## config.mk

```make
export PLATFORM = sky130hd
export DESIGN_NAME = ufc_flow_ctrl
export DESIGN_NICKNAME = d
export VERILOG_FILES = /design/src/rtl/ufc_pkg.sv /design/src/rtl/ufc_flow_ctrl.sv
export SDC_FILE = /design/constraint.sdc
export NUM_CORES = 1
export LEC_CHECK = 0
export ABC_CLOCK_PERIOD_IN_PS = 3960
export BUFFER_PORTS_ARGS = -buffer_cell sky130_fd_sc_hd__buf_2
export CAP_MARGIN = 20
export CELL_PAD_IN_SITES_DETAIL_PLACEMENT = 0
export CELL_PAD_IN_SITES_GLOBAL_PLACEMENT = 2
export CORE_MARGIN = 1.5
export CORE_UTILIZATION = 38
export DETAILED_ROUTE_END_ITERATION = 10
export GPL_ROUTABILITY_DRIVEN = 0
export HOLD_SLACK_MARGIN = 0.12
export PLACE_DENSITY_LB_ADDON = 0.15
export SETUP_SLACK_MARGIN = 0.1
export SLEW_MARGIN = 20
export SYNTH_ARGS = -nofsm -noshare
export SYNTH_HDL_FRONTEND = slang
export SYNTH_SLANG_ARGS = --single-unit
```

## constraint.sdc

```tcl
create_clock -name pclk -period 3.96 [get_ports pclk]
set_input_delay 0.594 -clock pclk [delete_from_list [all_inputs] [get_ports pclk]]
set_output_delay 0.594 -clock pclk [all_outputs]
set_load 0.01 [all_outputs]
```

## src/rtl/ufc_pkg.sv

```systemverilog
/*
  Constants, register map and state type for the UART flow-control and
  receive-interrupt block.
  Assumes an APB master with 32-bit data and byte addresses on paddr.
*/
package ufc_pkg;

  // register byte addresses
  localparam logic [7:0] UFC_ADDR_IER   = 8'h00;
  localparam logic [7:0] UFC_ADDR_FCR   = 8'h04;
  localparam logic [7:0] UFC_ADDR_LCR   = 8'h08;
  localparam logic [7:0] UFC_ADDR_EFR   = 8'h0C;
  localparam logic [7:0] UFC_ADDR_XON1  = 8'h10;
  localparam logic [7:0] UFC_ADDR_XON2  = 8'h14;
  localparam logic [7:0] UFC_ADDR_XOFF1 = 8'h18;
  localparam logic [7:0] UFC_ADDR_XOFF2 = 8'h1C;
  localparam logic [7:0] UFC_ADDR_TXLVL = 8'h20;
  localparam logic [7:0] UFC_ADDR_RXLVL = 8'h24;
  localparam logic [7:0] UFC_ADDR_FLWH  = 8'h28;
  localparam logic [7:0] UFC_ADDR_FLWL  = 8'h2C;
  localparam logic [7:0] UFC_ADDR_AFC1  = 8'h30;
  localparam logic [7:0] UFC_ADDR_ISR   = 8'h34;
  localparam logic [7:0] UFC_ADDR_STAT  = 8'h38;

  // field positions
  localparam int UFC_EFR_RXSW   = 1; // compare received flow chars
  localparam int UFC_EFR_RXDBL  = 0; // two-character receive compare
  localparam int UFC_EFR_TXSW   = 3; // send flow chars
  localparam int UFC_EFR_TXDBL  = 2; // send two-character flow chars
  localparam int UFC_EFR_SPEC   = 5;
  localparam int UFC_EFR_AUTOR  = 6;
  localparam int UFC_EFR_AUTOC  = 7;
  localparam int UFC_IER_RX     = 0;
  localparam int UFC_IER_THR    = 1;
  localparam int UFC_IER_XOFF   = 5;
  localparam int UFC_IER_CTS    = 7;
  localparam int UFC_LCR_STOP   = 2;
  localparam int UFC_LCR_PAR    = 3;
  localparam int UFC_AFC1_REMAP = 2;

  // reset values
  localparam logic [7:0] UFC_RST_REG  = 8'h00;
  localparam logic       UFC_RST_THRI = 1'b1;

  // interrupt status codes
  localparam logic [7:0] UFC_ISR_NONE = 8'h01;
  localparam logic [7:0] UFC_ISR_THR  = 8'h02;
  localparam logic [7:0] UFC_ISR_RX   = 8'h04;
  localparam logic [7:0] UFC_ISR_TOUT = 8'h0C;
  localparam logic [7:0] UFC_ISR_XOFF = 8'h10;
  localparam logic [7:0] UFC_ISR_CTS  = 8'h20;

  // 32-entry levels selected by fifo control 7:6
  localparam logic [7:0] UFC_LEG_RX [4] = '{8'h08, 8'h10, 8'h18, 8'h1C};
  localparam logic [7:0] UFC_LEG_HI [4] = '{8'h08, 8'h10, 8'h18, 8'h1C};
  localparam logic [7:0] UFC_LEG_LO [4] = '{8'h00, 8'h07, 8'h0F, 8'h17};

  // character timing, in receive bit periods
  localparam logic [3:0] UFC_START_BITS = 4'h1;
  localparam logic [3:0] UFC_MIN_WORD   = 4'h5;
  localparam logic [2:0] UFC_TOUT_CHARS = 3'h4;

  typedef struct packed {
    logic [7:0]  interrupt_enable_reg;
    logic [7:0]  fifo_control_reg;
    logic [7:0]  line_control_reg;
    logic [7:0]  enhanced_feature_reg;
    logic [7:0]  xon1;
    logic [7:0]  xon2;
    logic [7:0]  xoff1;
    logic [7:0]  xoff2;
    logic [7:0]  txlvl;
    logic [7:0]  rxlvl;
    logic [7:0]  flwh;
    logic [7:0]  flwl;
    logic [7:0]  afc1;
    logic [31:0] prdata;
    logic        rts_off;
    logic        sw_halt;
    logic        xoff_sent;
    logic        snd_pend;
    logic        snd_idx;
    logic [7:0]  snd_data;
    logic        prev_on;
    logic        prev_off;
    logic        sflag;
    logic        thri;
    logic        thr_d;
    logic        ctsf;
    logic        cts_d;
    logic [7:0]  tcnt;
    logic        tout;
    logic        push;
    logic [7:0]  push_data;
    logic        irq;
  } ufc_state_t;

endpackage
```

## src/rtl/ufc_flow_ctrl.sv

```systemverilog
/*
  Flow-control, flow-character detect and receive-interrupt logic of one
  UART channel, with an APB register slave.
  Assumes the receiver strobes each character at its stop-bit centre, the
  transmitter honours tx_hold only between characters and sends the flow
  character offered on flow_char_req, and a bit-period tick from the
  receive baud clock. All inputs are synchronous to pclk.
*/
`timescale 1ns/1ps
`default_nettype none
module ufc_flow_ctrl
  import ufc_pkg::*;
(
  input  wire logic        pclk,
  input  wire logic        presetn,
  input  wire logic        psel,
  input  wire logic        penable,
  input  wire logic        pwrite,
  input  wire logic [7:0]  paddr,
  input  wire logic [31:0] pwdata,
  output logic             pready,
  output logic             pslverr,
  output logic [31:0]      prdata,
  input  wire logic        rx_char_valid,
  input  wire logic [7:0]  rx_char,
  input  wire logic [7:0]  rx_fifo_count,
  input  wire logic        rhr_read,
  input  wire logic        baud_tick,
  input  wire logic        thr_empty,
  input  wire logic        thr_write,
  input  wire logic        flow_char_ack,
  input  wire logic        flow_permit_in,
  input  wire logic        set_ready_in,
  output logic             rx_fifo_push,
  output logic [7:0]       rx_fifo_data,
  output logic             tx_hold,
  output logic             flow_char_req,
  output logic [7:0]       flow_char_data,
  output logic             flow_request_out,
  output logic             terminal_ready_out,
  output logic             irq_out
);

  ufc_state_t s_r;
  ufc_state_t s_nxt;

  logic       ext_mode;
  logic [7:0] hi_lvl;
  logic [7:0] lo_lvl;
  logic [7:0] rx_lvl;
  logic       rx_trig;
  logic [7:0] wmask;
  logic       on1;
  logic       on2;
  logic       off1;
  logic       off2;
  logic       dbl;
  logic       xoff_hit;
  logic       xon_hit;
  logic       flow_chr;
  logic       special;
  logic       permit_sel;
  logic       cts_halt;
  logic [7:0] tout_lim;
  logic [7:0] interrupt_status_reg;
  logic       acc;
  logic       setup;
  logic       addr_ok;
  logic       isr_rd;

  function automatic logic chr_eq(input logic [7:0] a, input logic [7:0] b,
                                  input logic [7:0] m);
    chr_eq = ((a ^ b) & m) == 8'h00;
  endfunction

  // threshold selection: extended levels once any level register is set
  always_comb begin
    ext_mode = (s_r.txlvl | s_r.rxlvl | s_r.flwh | s_r.flwl) != 8'h00;
    if (ext_mode) begin
      hi_lvl = s_r.flwh;
      lo_lvl = s_r.flwl;
      rx_lvl = s_r.rxlvl;
    end else begin
      hi_lvl = UFC_LEG_HI[s_r.fifo_control_reg[7:6]];
      lo_lvl = UFC_LEG_LO[s_r.fifo_control_reg[7:6]];
      rx_lvl = UFC_LEG_RX[s_r.fifo_control_reg[7:6]];
    end
  end

  // a zero rx level would fire on an empty fifo, so it acts as one
  assign rx_trig = (rx_fifo_count != 8'h00) &&
                   (rx_fifo_count >= rx_lvl);

  // received character compare, limited to the active word length
  always_comb begin
    wmask    = 8'hFF >> (2'd3 - s_r.line_control_reg[1:0]);
    on1      = chr_eq(rx_char, s_r.xon1, wmask);
    on2      = chr_eq(rx_char, s_r.xon2, wmask);
    off1     = chr_eq(rx_char, s_r.xoff1, wmask);
    off2     = chr_eq(rx_char, s_r.xoff2, wmask);
    dbl      = s_r.enhanced_feature_reg[UFC_EFR_RXDBL];
    xoff_hit = rx_char_valid && s_r.enhanced_feature_reg[UFC_EFR_RXSW] &&
               (dbl ? (s_r.prev_off && off2) : off1);
    xon_hit  = rx_char_valid && s_r.enhanced_feature_reg[UFC_EFR_RXSW] &&
               (dbl ? (s_r.prev_on && on2) : on1);
    // in double mode a first-of-pair match is also withheld
    flow_chr = s_r.enhanced_feature_reg[UFC_EFR_RXSW] &&
               (xoff_hit || xon_hit || off1 || on1);
    special  = rx_char_valid && s_r.enhanced_feature_reg[UFC_EFR_SPEC] && off2;
  end

  // permit input, optionally taken from the set-ready pin
  assign permit_sel = s_r.afc1[UFC_AFC1_REMAP] ? set_ready_in
                                               : flow_permit_in;
  assign cts_halt   = s_r.enhanced_feature_reg[UFC_EFR_AUTOC] && permit_sel;

  // timeout limit: four characters of start, data, parity and stop bits
  always_comb begin
    tout_lim = 8'(UFC_START_BITS + UFC_MIN_WORD + {2'b00, s_r.line_control_reg[1:0]} +
               {3'b000, s_r.line_control_reg[UFC_LCR_PAR]} +
               (s_r.line_control_reg[UFC_LCR_STOP] ? 4'h2 : 4'h1));
    tout_lim = 8'(tout_lim * UFC_TOUT_CHARS);
  end

  // one pending source shown, highest priority first
  always_comb begin
    if (s_r.interrupt_enable_reg[UFC_IER_RX] && s_r.tout)
      interrupt_status_reg = UFC_ISR_TOUT;
    else if (s_r.interrupt_enable_reg[UFC_IER_RX] && rx_trig)
      interrupt_status_reg = UFC_ISR_RX;
    else if (s_r.interrupt_enable_reg[UFC_IER_THR] && s_r.thri)
      interrupt_status_reg = UFC_ISR_THR;
    else if (s_r.interrupt_enable_reg[UFC_IER_RX] && s_r.sflag)
      interrupt_status_reg = UFC_ISR_XOFF;
    else if (s_r.interrupt_enable_reg[UFC_IER_CTS] && s_r.ctsf)
      interrupt_status_reg = UFC_ISR_CTS;
    else
      interrupt_status_reg = UFC_ISR_NONE;
  end

  // apb decode; zero wait states, unmapped addresses answer with an error
  always_comb begin
    setup   = psel && !penable;
    acc     = psel && penable;
    addr_ok = (paddr[1:0] == 2'b00) && (paddr <= UFC_ADDR_STAT);
    isr_rd  = acc && !pwrite && (paddr == UFC_ADDR_ISR);
  end

  assign pready  = acc;
  assign pslverr = acc && !addr_ok;

  // next state of everything the block holds
  always_comb begin
    s_nxt = s_r;

    // read data is captured in the setup cycle, so prdata is a flop
    if (setup && !pwrite) begin
      case (paddr)
        UFC_ADDR_IER:   s_nxt.prdata = {24'h00_0000, s_r.interrupt_enable_reg};
        UFC_ADDR_FCR:   s_nxt.prdata = {24'h00_0000, s_r.fifo_control_reg};
        UFC_ADDR_LCR:   s_nxt.prdata = {24'h00_0000, s_r.line_control_reg};
        UFC_ADDR_EFR:   s_nxt.prdata = {24'h00_0000, s_r.enhanced_feature_reg};
        UFC_ADDR_XON1:  s_nxt.prdata = {24'h00_0000, s_r.xon1};
        UFC_ADDR_XON2:  s_nxt.prdata = {24'h00_0000, s_r.xon2};
        UFC_ADDR_XOFF1: s_nxt.prdata = {24'h00_0000, s_r.xoff1};
        UFC_ADDR_XOFF2: s_nxt.prdata = {24'h00_0000, s_r.xoff2};
        UFC_ADDR_TXLVL: s_nxt.prdata = {24'h00_0000, s_r.txlvl};
        UFC_ADDR_RXLVL: s_nxt.prdata = {24'h00_0000, s_r.rxlvl};
        UFC_ADDR_FLWH:  s_nxt.prdata = {24'h00_0000, s_r.flwh};
        UFC_ADDR_FLWL:  s_nxt.prdata = {24'h00_0000, s_r.flwl};
        UFC_ADDR_AFC1:  s_nxt.prdata = {24'h00_0000, s_r.afc1};
        UFC_ADDR_ISR:   s_nxt.prdata = {24'h00_0000, interrupt_status_reg};
        UFC_ADDR_STAT:  s_nxt.prdata = {26'h000_0000, s_r.tout, cts_halt,
                                        s_r.xoff_sent, s_r.sw_halt,
                                        s_r.rts_off, ext_mode};
        default:        s_nxt.prdata = 32'h0000_0000;
      endcase
    end

    // register writes take effect at the access edge
    if (acc && pwrite) begin
      case (paddr)
        UFC_ADDR_IER:   s_nxt.interrupt_enable_reg   = pwdata[7:0];
        UFC_ADDR_FCR:   s_nxt.fifo_control_reg   = pwdata[7:0];
        UFC_ADDR_LCR:   s_nxt.line_control_reg   = pwdata[7:0];
        UFC_ADDR_EFR:   s_nxt.enhanced_feature_reg   = pwdata[7:0];
        UFC_ADDR_XON1:  s_nxt.xon1  = pwdata[7:0];
        UFC_ADDR_XON2:  s_nxt.xon2  = pwdata[7:0];
        UFC_ADDR_XOFF1: s_nxt.xoff1 = pwdata[7:0];
        UFC_ADDR_XOFF2: s_nxt.xoff2 = pwdata[7:0];
        UFC_ADDR_TXLVL: s_nxt.txlvl = pwdata[7:0];
        UFC_ADDR_RXLVL: s_nxt.rxlvl = pwdata[7:0];
        UFC_ADDR_FLWH:  s_nxt.flwh  = pwdata[7:0];
        UFC_ADDR_FLWL:  s_nxt.flwl  = pwdata[7:0];
        UFC_ADDR_AFC1:  s_nxt.afc1  = pwdata[7:0];
        default:        s_nxt.afc1  = s_r.afc1;
      endcase
    end

    // hardware flow output: off at the high level, back on at the low level
    if (!s_r.enhanced_feature_reg[UFC_EFR_AUTOR])
      s_nxt.rts_off = 1'b0;
    else if (rx_fifo_count >= hi_lvl)
      s_nxt.rts_off = 1'b1;
    else if (rx_fifo_count <= lo_lvl)
      s_nxt.rts_off = 1'b0;

    // receive side flow characters; stopping takes effect between chars
    if (xoff_hit)
      s_nxt.sw_halt = 1'b1;
    else if (xon_hit)
      s_nxt.sw_halt = 1'b0;
    if (rx_char_valid) begin
      s_nxt.prev_off = dbl && off1;
      s_nxt.prev_on  = dbl && on1;
    end

    // status bit 4: service clears, while a new match in the same cycle wins
    if (xon_hit || (isr_rd && interrupt_status_reg == UFC_ISR_XOFF))
      s_nxt.sflag = 1'b0;
    if ((xoff_hit && s_r.interrupt_enable_reg[UFC_IER_XOFF]) || special)
      s_nxt.sflag = 1'b1;

    // flow characters are swallowed, special characters are kept
    s_nxt.push      = rx_char_valid && (!flow_chr || special);
    s_nxt.push_data = rx_char;

    // transmit side flow characters, one or two per event
    if (s_r.snd_pend) begin
      if (flow_char_ack) begin
        if (s_r.enhanced_feature_reg[UFC_EFR_TXDBL] && !s_r.snd_idx) begin
          s_nxt.snd_idx  = 1'b1;
          s_nxt.snd_data = s_r.xoff_sent ? s_r.xoff2 : s_r.xon2;
        end else begin
          s_nxt.snd_pend = 1'b0;
          s_nxt.snd_idx  = 1'b0;
        end
      end
    end else if (!s_r.enhanced_feature_reg[UFC_EFR_TXSW]) begin
      s_nxt.xoff_sent = 1'b0;
    end else if (!s_r.xoff_sent && rx_fifo_count >= hi_lvl) begin
      s_nxt.xoff_sent = 1'b1;
      s_nxt.snd_pend  = 1'b1;
      s_nxt.snd_data  = s_r.xoff1;
    end else if (s_r.xoff_sent && rx_fifo_count <= lo_lvl) begin
      s_nxt.xoff_sent = 1'b0;
      s_nxt.snd_pend  = 1'b1;
      s_nxt.snd_data  = s_r.xon1;
    end

    // transmit-empty source: pending from reset and on every empty edge
    s_nxt.thr_d = thr_empty;
    if (thr_write || (isr_rd && interrupt_status_reg == UFC_ISR_THR))
      s_nxt.thri = 1'b0;
    if (thr_empty && !s_r.thr_d)
      s_nxt.thri = 1'b1;

    // permit input rising edge flag
    s_nxt.cts_d = permit_sel;
    if (isr_rd && interrupt_status_reg == UFC_ISR_CTS)
      s_nxt.ctsf = 1'b0;
    if (permit_sel && !s_r.cts_d && s_r.interrupt_enable_reg[UFC_IER_CTS])
      s_nxt.ctsf = 1'b1;

    // receive timeout counter; an empty fifo never times out
    if (rx_char_valid || rhr_read || rx_fifo_count == 8'h00) begin
      s_nxt.tcnt = 8'h00;
      s_nxt.tout = 1'b0;
    end else if (baud_tick && !s_r.tout) begin
      s_nxt.tcnt = s_r.tcnt + 8'h01;
      if (s_r.tcnt + 8'h01 >= tout_lim)
        s_nxt.tout = 1'b1;
    end

    s_nxt.irq = interrupt_status_reg != UFC_ISR_NONE;
  end

  // the whole state in one register bank
  always_ff @(posedge pclk or negedge presetn) begin
    if (!presetn) begin
      s_r       <= '0;
      s_r.thri  <= UFC_RST_THRI;
      s_r.thr_d <= 1'b1;
    end else begin
      s_r <= s_nxt;
    end
  end

  // outputs
  assign prdata             = s_r.prdata;
  assign rx_fifo_push       = s_r.push;
  assign rx_fifo_data       = s_r.push_data;
  assign tx_hold            = s_r.sw_halt || cts_halt;
  assign flow_char_req      = s_r.snd_pend;
  assign flow_char_data     = s_r.snd_data;
  assign flow_request_out   = !s_r.afc1[UFC_AFC1_REMAP] && s_r.rts_off;
  assign terminal_ready_out = s_r.afc1[UFC_AFC1_REMAP] && s_r.rts_off;
  assign irq_out            = s_r.irq;

endmodule
`default_nettype wire

```

# [Yosys cells after proc, flatten, opt, wreduce, memory -nomap -nowiden]
# Cells that the tools add are included.
[word_totals] register_bits=175 in_bits=69 out_inout_bits=56 word_cells=218
[classes] add_sub_neg=5 magnitude_cmp=6 n_eq_ne=22 shifts=1 muxes=46 bitwise=13 reduce_logical=93
[op_table] cell="$pmux W8 S15" n=1
[op_table] cell="$mux W8" n=13
[op_table] cell="$eq A8 B6 Y1 const B" n=8
[op_table] cell="$logic_not A8 Y1" n=6
[op_table] cell="$eq A8 B5 Y1 const B" n=5
[op_table] cell="$logic_and A1 B1 Y1" n=39
[op_table] cell="$and A8 B8 Y8" n=4
[op_table] cell="$bmux W8 S2" n=2
[op_table] cell="$reduce_and A2 Y1" n=16
[op_table] cell="$xor A8 B8 Y8" n=4
[op_table] cell="$mux W6" n=5
[op_table] cell="$ge A8 B8 Y1" n=3
[op_table] cell="$or A8 B8 Y8" n=3
[op_table] cell="$mux W1" n=19
[op_table] cell="$mux W9" n=2
[op_table] cell="$eq A8 B4 Y1 const B" n=2
[op_table] cell="$reduce_bool A8 Y1" n=2
[op_table] cell="$reduce_bool A2 Y1" n=7
[op_table] cell="$logic_not A1 Y1" n=10
[op_table] cell="$logic_or A1 B1 Y1" n=10
[op_table] cell="$mux W10" n=1
[op_table] cell="$add A8 B1 Y8 const B" n=1
[op_table] cell="$eq A8 B2 Y1 const B" n=1
[op_table] cell="$eq A8 B3 Y1 const B" n=1
[op_table] cell="18 further kinds" n=21

# [Longest topological paths before layout]
# Gate-level depths: netlist (run 1).
[logic_depth] word_depth=15 ltp_mapped=12 mapped_depth_nobuf=12

# [Worst setup path before layout (run 1)]
# Ideal clock, no wire load.
[synth_path] path_type="register to register" from="register s_r[99] (netlist bit)" to="register s_r, in the netlist flow_char_data[0]" setup_ps=125 arrival_ps=3085 required_time_ps=3835 slack_ps=751 stages_incl_launch_ff=13 n_path_buf=0 period_less_slack_ps=3209 cell_sequence="dfrtp_1 > nor4_1 > nand4_1 > nor2_1 > and3_1 > nor2_1 > ha_1 > a22o_1 > nor4_2 > a31o_2 > a31oi_4 > a311oi_4 > mux2_2"
[synth_via] elab_chain_cells=10 word_cells_on_any_way=15 classes_between="order compare (2); mux (5); bitwise (3); reduce/logical (5)"
[synth_lines] element="start: declaration" line="ufc_flow_ctrl.sv:44" text="ufc_state_t s_r;"
[synth_lines] element="start signal: assignment" line="ufc_flow_ctrl.sv:285" text="s_r <= s_nxt;"
[synth_lines] element="$or A8 B8 Y8 * (3 in series)" line="ufc_flow_ctrl.sv:78" text="ext_mode = (s_r.txlvl | s_r.rxlvl | s_r.flwh | s_r.flwl) != 8'h00;"
[synth_lines] element="$reduce_bool A8 Y1 *" line="ufc_flow_ctrl.sv:78"
[synth_lines] element="$mux W8" line="ufc_flow_ctrl.sv:79" text="if (ext_mode) begin"
[synth_lines] element="$ge A8 B8 Y1" line="ufc_flow_ctrl.sv:241" text="end else if (!s_r.xoff_sent && rx_fifo_count >= hi_lvl) begin"
[synth_lines] element="$logic_and A1 B1 Y1" line="ufc_flow_ctrl.sv:241"
[synth_lines] element="$mux W8" line="ufc_flow_ctrl.sv:241"
[synth_lines] element="$mux W8" line="ufc_flow_ctrl.sv:239" text="end else if (!s_r.enhanced_feature_reg[UFC_EFR_TXSW]) begin"
[synth_lines] element="$mux W8" line="ufc_flow_ctrl.sv:229" text="if (s_r.snd_pend) begin"
# Mark *: on every way between the ends. The rest lies on a longest branch, timed or not. The select of a mux whose other input is x is not followed.
# A chain may end at the register's enable or synchronous reset.

# [Final worst setup path (run 1)]
[layout_path] from="register s_r[99] (netlist bit)" to="register s_r, in the netlist flow_char_data[5]"
# Same word-level chain as after synthesis.

==> run metrics, run 1 <==
ys flop type dfrtp_1; Critical Path End Type flop; placed cell area 9620 um^2; Clock Root Buffer clkbuf_16; Core Util, Final 0.433; nets@finish 994; Max-slew headroom 0.371; Pre-antenna DRT Iters 5; Placement Setup Slack 0.358 ns; DRT iter0 DRCs 571; worst-path cell chain nor4_1 > nand4_1 > nor2_1 > and3_1 > nor2_1 > ha_1 > a22o_1 > nor4_2 > a31o_2 > a31oi_4 > a311oi_4 > mux2_2; post-synth top area share 0.405; Hold Path Class in2async; EDFF count, synth 0; status complete, no violations; CORE AREA 23600 um^2; largest net degree at the start of global routing 99; synth top area cells dfrtp_1 41%, mux2_2 16%, ha_1 4.5%, buf_4 4.0%, xnor2_1 3.2%; Ports 125; Seq cells post-synth 151; # hold bufs at CTS 0; Area growth syn-to-layout 11.3%; die span in y 159 um; internal power 2.70 mW; CTS tree yes; most common cell after layout, fill and taps aside dfrtp_1; Yosys warnings 0; Clock Tree Buf Depth 2; clk_lat worst skew 0.44 ns; Max Slew Vio Count 0; Clk pwr share 0.455; Syn Inst Count 854; area of all placed cells without fillers 10200 um^2; count of cell types in the netlist 78; drt drc 0; fin crit share 0.900; Min Clock Period, post-route 3.56 ns; critical path required time 4.29 ns; fill cell count 2267; combinational power share 0.116; Non-Filler Instances 1223; Vias/cell 5.70; layout cells sized above 1 0.312; Tot GR Track Use 0.240; Sequential Area 3780 um^2; Worst Slack Setup Final 0.396 ns; Max-cap violations 0; Total Wirelength 28800 um; initial antenna violation count 0; ys async rst share 1.00; vias in the first global route 6855; # rows 56; Die X 159 um; most frequent cells in the layout 149 x dfrtp_1, 131 x mux2_2, 75 x buf_2, 63 x nand2_1, 35 x inv_1; final antenna-violating net count 0; most used cell, CP nor2_1; Final Setup Violations 0; hpwl dp 21500 um; P_sw 1.03 mW; leakage power 4.63 nW; crit path max fanout 8; sw frac 0.276; first-pass GRT wire length 43900 um; synthesized area 9200 um^2; unrepaired setup endpoints after global routing no; Fin. Hold Viols 0; Synth area leader dfrtp_1; CTS Buf Count 17; CP delay by family, top simple AND/OR/NAND/NOR gates; crit path kind reg2reg; GR Overflow Total 0; P per Cell Area 364 nW/um^2; Largest stage delay, worst path 0.56 ns; antenna diode count 0; total power 3.72 mW; routed via count 6975; multi-input logic area 4820 um^2; Routed WL per cell 23.6 um; CP Buf/Inv Count 0; Die Footprint 25100 um^2; setup TNS 0 ns; CP max-delay cell a311oi_4; clk slew on worst S/H paths 0.07 ns; final clock skew 0.0115 ns; Arr. time, crit path 3.89 ns; WHS 0.256 ns; syn_area_per_cell 10.8 um^2; H-tree levels 4; port bufs 76; CTS sink cnt 151; Reg power frac 0.429; maximum vdd ir drop 0.230 mV; Fmax 281 MHz; Seq/Total Area, Yosys 0.411; Initial Util 0.390; placed cells 1191; CP startpoint kind flop; Least-Margin Pin Slew 0.944 ns
-- metal layers --
metal  wire length [um]  share of wire  GRT usage
met5                  0              0          0
met4                579          0.020     0.0748
met3               1500          0.052     0.0332
met2              13100           0.45      0.367
met1              13700           0.47      0.350
-- cell type report --
cell class / count / share of cell area
clock buffer: 19 / 0.0442
clock inverter: 13 / 0.0155
inverter: 36 / 0.0132
multi-input combinational: 597 / 0.471
sequential: 151 / 0.369
tap: 319 / 0.0390
timing repair buffer: 88 / 0.0478
-- logic make-up after synthesis --
logic type                 share of synthesized area
other                                       0.000408
and+or+nand+nor                                0.115
buffers and inverters                         0.0744
DFF                                            0.411
adders and majority gates                     0.0471
muxes                                          0.183
AOI/OAI and AO/OA                              0.128
xor gates and xnor gates                      0.0419
-- registers in the layout, indices dropped and copies added (netlist names) --
signal,cells
dbl,1
irq_out,1
flow_char_data,8
rx_fifo_data,8
prdata,8
rx_fifo_push,1
s_r,123
flow_char_req,1
-- synth_stat cells (3+ instances only) --
| library cell | n |
|---|---|
| ha_1 | 33 |
| o31a_1 | 3 |
| a31oi_1 | 4 |
| nor2b_1 | 4 |
| nor3_1 | 7 |
| buf_2 | 13 |
| a22oi_1 | 16 |
| o2111ai_1 | 9 |
| mux2_2 | 131 |
| a211o_1 | 3 |
| nor4_2 | 3 |
| a311oi_1 | 4 |
| xor2_1 | 10 |
| nand2b_1 | 6 |
| o211ai_1 | 4 |
| inv_1 | 35 |
| a211oi_1 | 9 |
| mux2i_1 | 7 |
| a21o_1 | 4 |
| clkbuf_1 | 29 |
| nand2_2 | 4 |
| mux4_2 | 6 |
| o22ai_1 | 5 |
| nand3_1 | 22 |
| o21a_1 | 4 |
| nand4_1 | 8 |
| nand2_1 | 63 |
| dfrtp_1 | 149 |
| xnor2_1 | 34 |
| o311ai_0 | 8 |
| buf_4 | 49 |
| o32ai_1 | 4 |
| nand3b_1 | 5 |
| and2_1 | 5 |
| a21oi_1 | 10 |
| nor4_1 | 13 |
| o21ai_0 | 29 |
| nor2_1 | 34 |
| a32oi_1 | 6 |
| and3_1 | 8 |
-- final timing paths --
path | startpoint | endpoint | slack [ns] | depth (start not counted)
worst max register to register | s_r[99]$_DFFE_PN0P_ | flow_char_data[5]$_DFFE_PN0P_ | 0.40 | 12
worst min-delay path | presetn | s_r[13]$_DFFE_PN0P_ | 0.26 | 1
max in group asynchronous | presetn | s_r[93]$_DFFE_PN0P_ | 2.90 | 2
min in group pclk | thr_empty | s_r[21]$_DFF_PN1_ | 0.27 | 1
worst min register to register | s_r[34]$_DFFE_PN0P_ | s_r[34]$_DFFE_PN0P_ | 0.47 | 1
worst max-delay path | s_r[99]$_DFFE_PN0P_ | flow_char_data[5]$_DFFE_PN0P_ | 0.40 | 12
-- power groups by stage --
stage | combinational [mW] | clock [mW] | sequential (mW)
2_1_floorplan | 0.279 | 0 | 1.61
3_3_place_gp | 0.425 | 0 | 1.62
3_5_place_dp | 0.431 | 0 | 1.62
4_1_cts | 0.432 | 1.72 | 1.60
5_1_grt | 0.479 | 1.81 | 1.60
6_report | 0.431 | 1.69 | 1.60
-- timing repair --
item / in CTS / in global routing
resized for setup: 0 / 0
buffers inserted: 0 / 0
setup endpoints to repair: 0 / 8
No activity file was read; power rests on OpenSTA's default activity.
==> inputs of run 2 (changes only) <==
--- a/config.mk
+++ b/config.mk
@@ -10,6 +10,7 @@
 export CAP_MARGIN = 20
 export CELL_PAD_IN_SITES_DETAIL_PLACEMENT = 0
 export CELL_PAD_IN_SITES_GLOBAL_PLACEMENT = 2
+export CORE_ASPECT_RATIO = 1.25
 export CORE_MARGIN = 1.5
 export CORE_UTILIZATION = 38
 export DETAILED_ROUTE_END_ITERATION = 10
==> run 2 against run 1 <==
Die area hardly changed. Fmax is 0.67% lower. Register-to-register slack worse by 0.02 ns. Sequential share of layout area is 0.082 points higher. First-iteration DRC count is 46% lower. Worst hold slack worse by 0.035 ns. Clock power is 3% lower. Non-clock buffer count is 1 lower. Wire length is 1.6% lower. Critical endpoint is now flow_char_data[2]$_DFFE_PN0P_. Largest cell class unchanged. Highest routed layer unchanged.
==> run metrics, run 2 (synthesized netlist as in run 1, its figures left out) <==
crit path kind reg2reg; layout cells sized above 1 0.312; Clock Tree Buf Depth 2; total power 3.67 mW; leakage power 4.61 nW; Final Setup Violations 0; final antenna-violating net count 0; CTS Buf Count 17; largest net degree at the start of global routing 95; Initial Util 0.388; Max-slew headroom 0.379; most common cell after layout, fill and taps aside dfrtp_1; Max Slew Vio Count 0; CTS tree yes; hpwl dp 21500 um; Clock Root Buffer clkbuf_16; nets@finish 993; Reg power frac 0.435; Die Footprint 25200 um^2; Least-Margin Pin Slew 0.932 ns; crit path max fanout 8; # rows 63; GR Overflow Total 0; setup TNS 0 ns; Hold Path Class in2async; critical path required time 4.27 ns; routed via count 6974; fin crit share 0.906; port bufs 76; vias in the first global route 7241; first-pass GRT wire length 43900 um; die span in y 177 um; CTS resizes 0; maximum vdd ir drop 0.268 mV; DRT iter0 DRCs 308; internal power 2.66 mW; Ports 125; max reg flops 123; CORE AREA 23700 um^2; Min Clock Period, post-route 3.59 ns; final clock skew 0.00906 ns; Max-cap violations 0; CTS sink cnt 151; Arr. time, crit path 3.90 ns; Die X 142 um; initial antenna violation count 0; Critical Path End Type flop; clk_lat worst skew 0.43 ns; unrepaired setup endpoints after global routing no; P per Cell Area 359 nW/um^2; Clk pwr share 0.448; Routed WL per cell 23.1 um; # hold bufs at CTS 0; Area growth syn-to-layout 11.0%; P_sw 1.00 mW; sw frac 0.274; WHS 0.221 ns; drt drc 0; Fmax 279 MHz; number of setup buffers added after CTS 0; clk slew on worst S/H paths 0.07 ns; Total Wirelength 28400 um; most frequent cells in the layout 149 x dfrtp_1, 131 x mux2_2, 75 x buf_2, 63 x nand2_1, 35 x inv_1; combinational power share 0.117; Largest Register s_r; Tot GR Track Use 0.237; status complete, no violations; Pre-antenna DRT Iters 5; CP startpoint kind flop; antenna diode count 0; H-tree levels 4; Vias/cell 5.68; Fin. Hold Viols 0
[run 2: area by class of cell]
class | instances | area, um^2
Fill cell | 2303 | 13500
Clock buffer | 18 | 439
Multi-Input combinational cell | 597 | 4820
Tap cell | 325 | 407
Sequential cell | 151 | 3780
Timing Repair Buffer | 87 | 482
Inverter | 36 | 135
Clock inverter | 13 | 149
[run 2: critical path, cell delays in order (launching register included)]
cell	delay, ns
dfrtp_1	0.42
nor4_1	0.39
nand4_1	0.26
nor2_1	0.19
and3_1	0.23
nor2_1	0.06
ha_1	0.30
a22o_1	0.22
nor4_2	0.12
a31o_2	0.21
a31oi_4	0.06
a311oi_4	0.57
mux2_2	0.40
[run 2: worst paths after layout]
check                                         start                             to  slack [ns]  depth (start not counted)
worst max-delay path            s_r[99]$_DFFE_PN0P_  flow_char_data[2]$_DFFE_PN0P_        0.37                         12
worst min-delay path                        presetn            s_r[17]$_DFFE_PN0P_        0.22                          1
worst max register to register  s_r[99]$_DFFE_PN0P_  flow_char_data[2]$_DFFE_PN0P_        0.37                         12
worst min register to register  s_r[34]$_DFFE_PN0P_            s_r[34]$_DFFE_PN0P_        0.48                          1
max in group asynchronous                   presetn            s_r[22]$_DFFE_PN1P_        2.92                          2
min in group pclk                         thr_empty              s_r[21]$_DFF_PN1_        0.27                          1
[run 2: power groups by stage]
| stage | logic, mW | registers [mW] | clock network [mW] |
|---|---|---|---|
| global route | 0.476 | 1.60 | 1.75 |
| floorplan | 0.279 | 1.61 | 0 |
| global placement | 0.423 | 1.62 | 0 |
| detailed placement | 0.432 | 1.62 | 0 |
| finish | 0.431 | 1.60 | 1.64 |
| CTS | 0.434 | 1.60 | 1.68 |
[run 2: per-stage QoR]
stage / area (um^2) / std cells / setup WS [ns] / utilization
after floorplan: 9290 / 877 / 0.751 / -
after global placement: 9620 / 1196 / 0.422 / 0.406
after detailed placement: 9620 / 1196 / 0.361 / 0.406
after CTS: 10200 / 1227 / 0.348 / 0.430
after global routing: 10200 / 1227 / 0.114 / 0.430
final: 10200 / 1227 / 0.372 / 0.430
[run 2: metal layers]
metal	global-route usage	share of wire	wire (um)	vias up
met1	0.296	0.43	12100	3581
li1	-	-	-	3148
met5	0	0	0	-
met4	0.0962	0.035	984	0
met3	0.0349	0.035	986	54
met2	0.409	0.50	14300	191
==> inputs of run 3 (changes only) <==
--- a/config.mk
+++ b/config.mk
@@ -12,7 +12,7 @@
 export CELL_PAD_IN_SITES_GLOBAL_PLACEMENT = 2
 export CORE_ASPECT_RATIO = 1.25
 export CORE_MARGIN = 1.5
-export CORE_UTILIZATION = 38
+export CORE_UTILIZATION = 29
 export DETAILED_ROUTE_END_ITERATION = 10
 export GPL_ROUTABILITY_DRIVEN = 0
 export HOLD_SLACK_MARGIN = 0.12
==> run 3 against run 2 <==
Sequential share of layout area is 0.60 points lower. Non-clock buffer count increased by 9. Total power grew 0.39%. First-iteration DRC count grew 27%. Count of clock-buffer cells in the layout down 1. Global-route usage down 3.6 points. Critical endpoint unchanged.
==> run metrics, run 3 (synthesized netlist as in run 1, its figures left out) <==
status complete, no violations; DRT iter0 DRCs 392; routed via count 6719; first-pass GRT wire length 47600 um; number of setup buffers added after CTS 0; P per Cell Area 355 nW/um^2; Min Clock Period, post-route 3.54 ns; drt drc 0; Largest Register s_r; Max Slew Vio Count 0; Critical Path End Type flop; critical path required time 4.28 ns; clk slew on worst S/H paths 0.07 ns; Final Setup Violations 0; # rows 72; combinational power share 0.118; crit path kind reg2reg; Reg power frac 0.433; CTS resizes 0; CTS sink cnt 151; leakage power 4.66 nW; unrepaired setup endpoints after global routing no; Total Wirelength 31300 um; Clock Root Buffer clkbuf_16; Ports 125; CP startpoint kind flop; GR Overflow Total 0; Fin. Hold Viols 0; Initial Util 0.296; initial antenna violation count 1; crit path max fanout 8; Max-slew headroom 0.401; Area growth syn-to-layout 12.9%; Arr. time, crit path 3.86 ns; largest net degree at the start of global routing 93; antenna diode count 0; Die X 162 um; total power 3.68 mW; Clk pwr share 0.448; CORE AREA 31100 um^2; layout cells sized above 1 0.318; P_sw 1.07 mW; Max-cap violations 0; most common cell after layout, fill and taps aside dfrtp_1; CTS tree yes; CTS Buf Count 17; hpwl dp 23700 um; most frequent cells in the layout 149 x dfrtp_1, 131 x mux2_2, 75 x buf_2, 63 x nand2_1, 35 x inv_1; max reg flops 123; internal power 2.61 mW; port bufs 76; Die Footprint 32800 um^2; Clock Tree Buf Depth 2; Vias/cell 5.09; fin crit share 0.893; sw frac 0.291; Least-Margin Pin Slew 0.899 ns; H-tree levels 4; die span in y 202 um; Pre-antenna DRT Iters 6; setup TNS 0 ns; final clock skew 0.0125 ns; Hold Path Class in2async; clk_lat worst skew 0.45 ns; # hold bufs at CTS 0; final antenna-violating net count 0; Fmax 283 MHz; Tot GR Track Use 0.200; maximum vdd ir drop 0.238 mV; vias in the first global route 7120; nets@finish 1002; Routed WL per cell 23.7 um
run 3: cell count changes in the layout (fill, tap and decap cells not counted), sizes merged:
cell and change:
clkinv +2, inv +4, bufinv -1, clkbuf -1, clkinvlp -3, buf +9
run 3: worst max-delay path, cell delays in order, from the launching register on:
cell and delay [ns]:
dfrtp_1 0.45, nor4_1 0.36, nand4_1 0.21, nor2_1 0.17, and3_1 0.25, nor2_1 0.07, ha_1 0.31, a22o_1 0.22
nor4_2 0.14, a31o_2 0.21, a31oi_4 0.07, a311oi_4 0.57, mux2_2 0.39
run 3: layout make-up:
cell class                      instances  area [um^2]
Fill cell                            3244        20700
Clock inverter                         15          161
Multi-Input combinational cell        597         4820
Timing Repair Buffer                   96          549
Inverter                               36          135
Clock buffer                           17          425
Sequential cell                       151         3780
Tap cell                              407          509
run 3: power groups by stage:
stage,Clock [mW],Combinational [mW],Sequential (mW)
floorplan,0,0.279,1.61
finish,1.65,0.436,1.60
global route,1.78,0.489,1.60
global placement,0,0.444,1.63
detailed placement,0,0.445,1.63
CTS,1.70,0.447,1.60
run 3: worst paths after layout:
check / from / to / slack [ns] / cells after the start
max: s_r[80]$_DFFE_PN0P_ / flow_char_data[2]$_DFFE_PN0P_ / 0.42 / 12
min: presetn / s_r[18]$_DFFE_PN0P_ / 0.26 / 1
max reg2reg: s_r[80]$_DFFE_PN0P_ / flow_char_data[2]$_DFFE_PN0P_ / 0.42 / 12
min reg2reg: s_r[34]$_DFFE_PN0P_ / s_r[34]$_DFFE_PN0P_ / 0.47 / 1
max in group asynchronous: presetn / s_r[146]$_DFFE_PN0P_ / 2.83 / 2
min in group pclk: thr_empty / s_r[21]$_DFF_PN1_ / 0.26 / 1
run 3: routing by layer:
metal	wire length (um)	global-route usage	vias to the layer above
met3	906	0.0308	26
li1	-	-	3157
met2	15800	0.342	119
met4	754	0.0721	2
met1	13800	0.255	3415
met5	13	0	-
run 3: per-stage QoR:
stage | instance area [um^2] | utilization | std cells | setup WS, ns | hold WS [ns]
final | 10400 | 0.334 | 1319 | 0.422 | 0.261
after global routing | 10400 | 0.334 | 1319 | 0.149 | 0.237
after CTS | 10400 | 0.334 | 1319 | 0.387 | 0.241
after detailed placement | 9790 | 0.315 | 1287 | 0.390 | 0.458
after global placement | 9790 | 0.315 | 1287 | 0.440 | 0.452
after floorplan | 9290 | - | 877 | 0.751 | 0.298
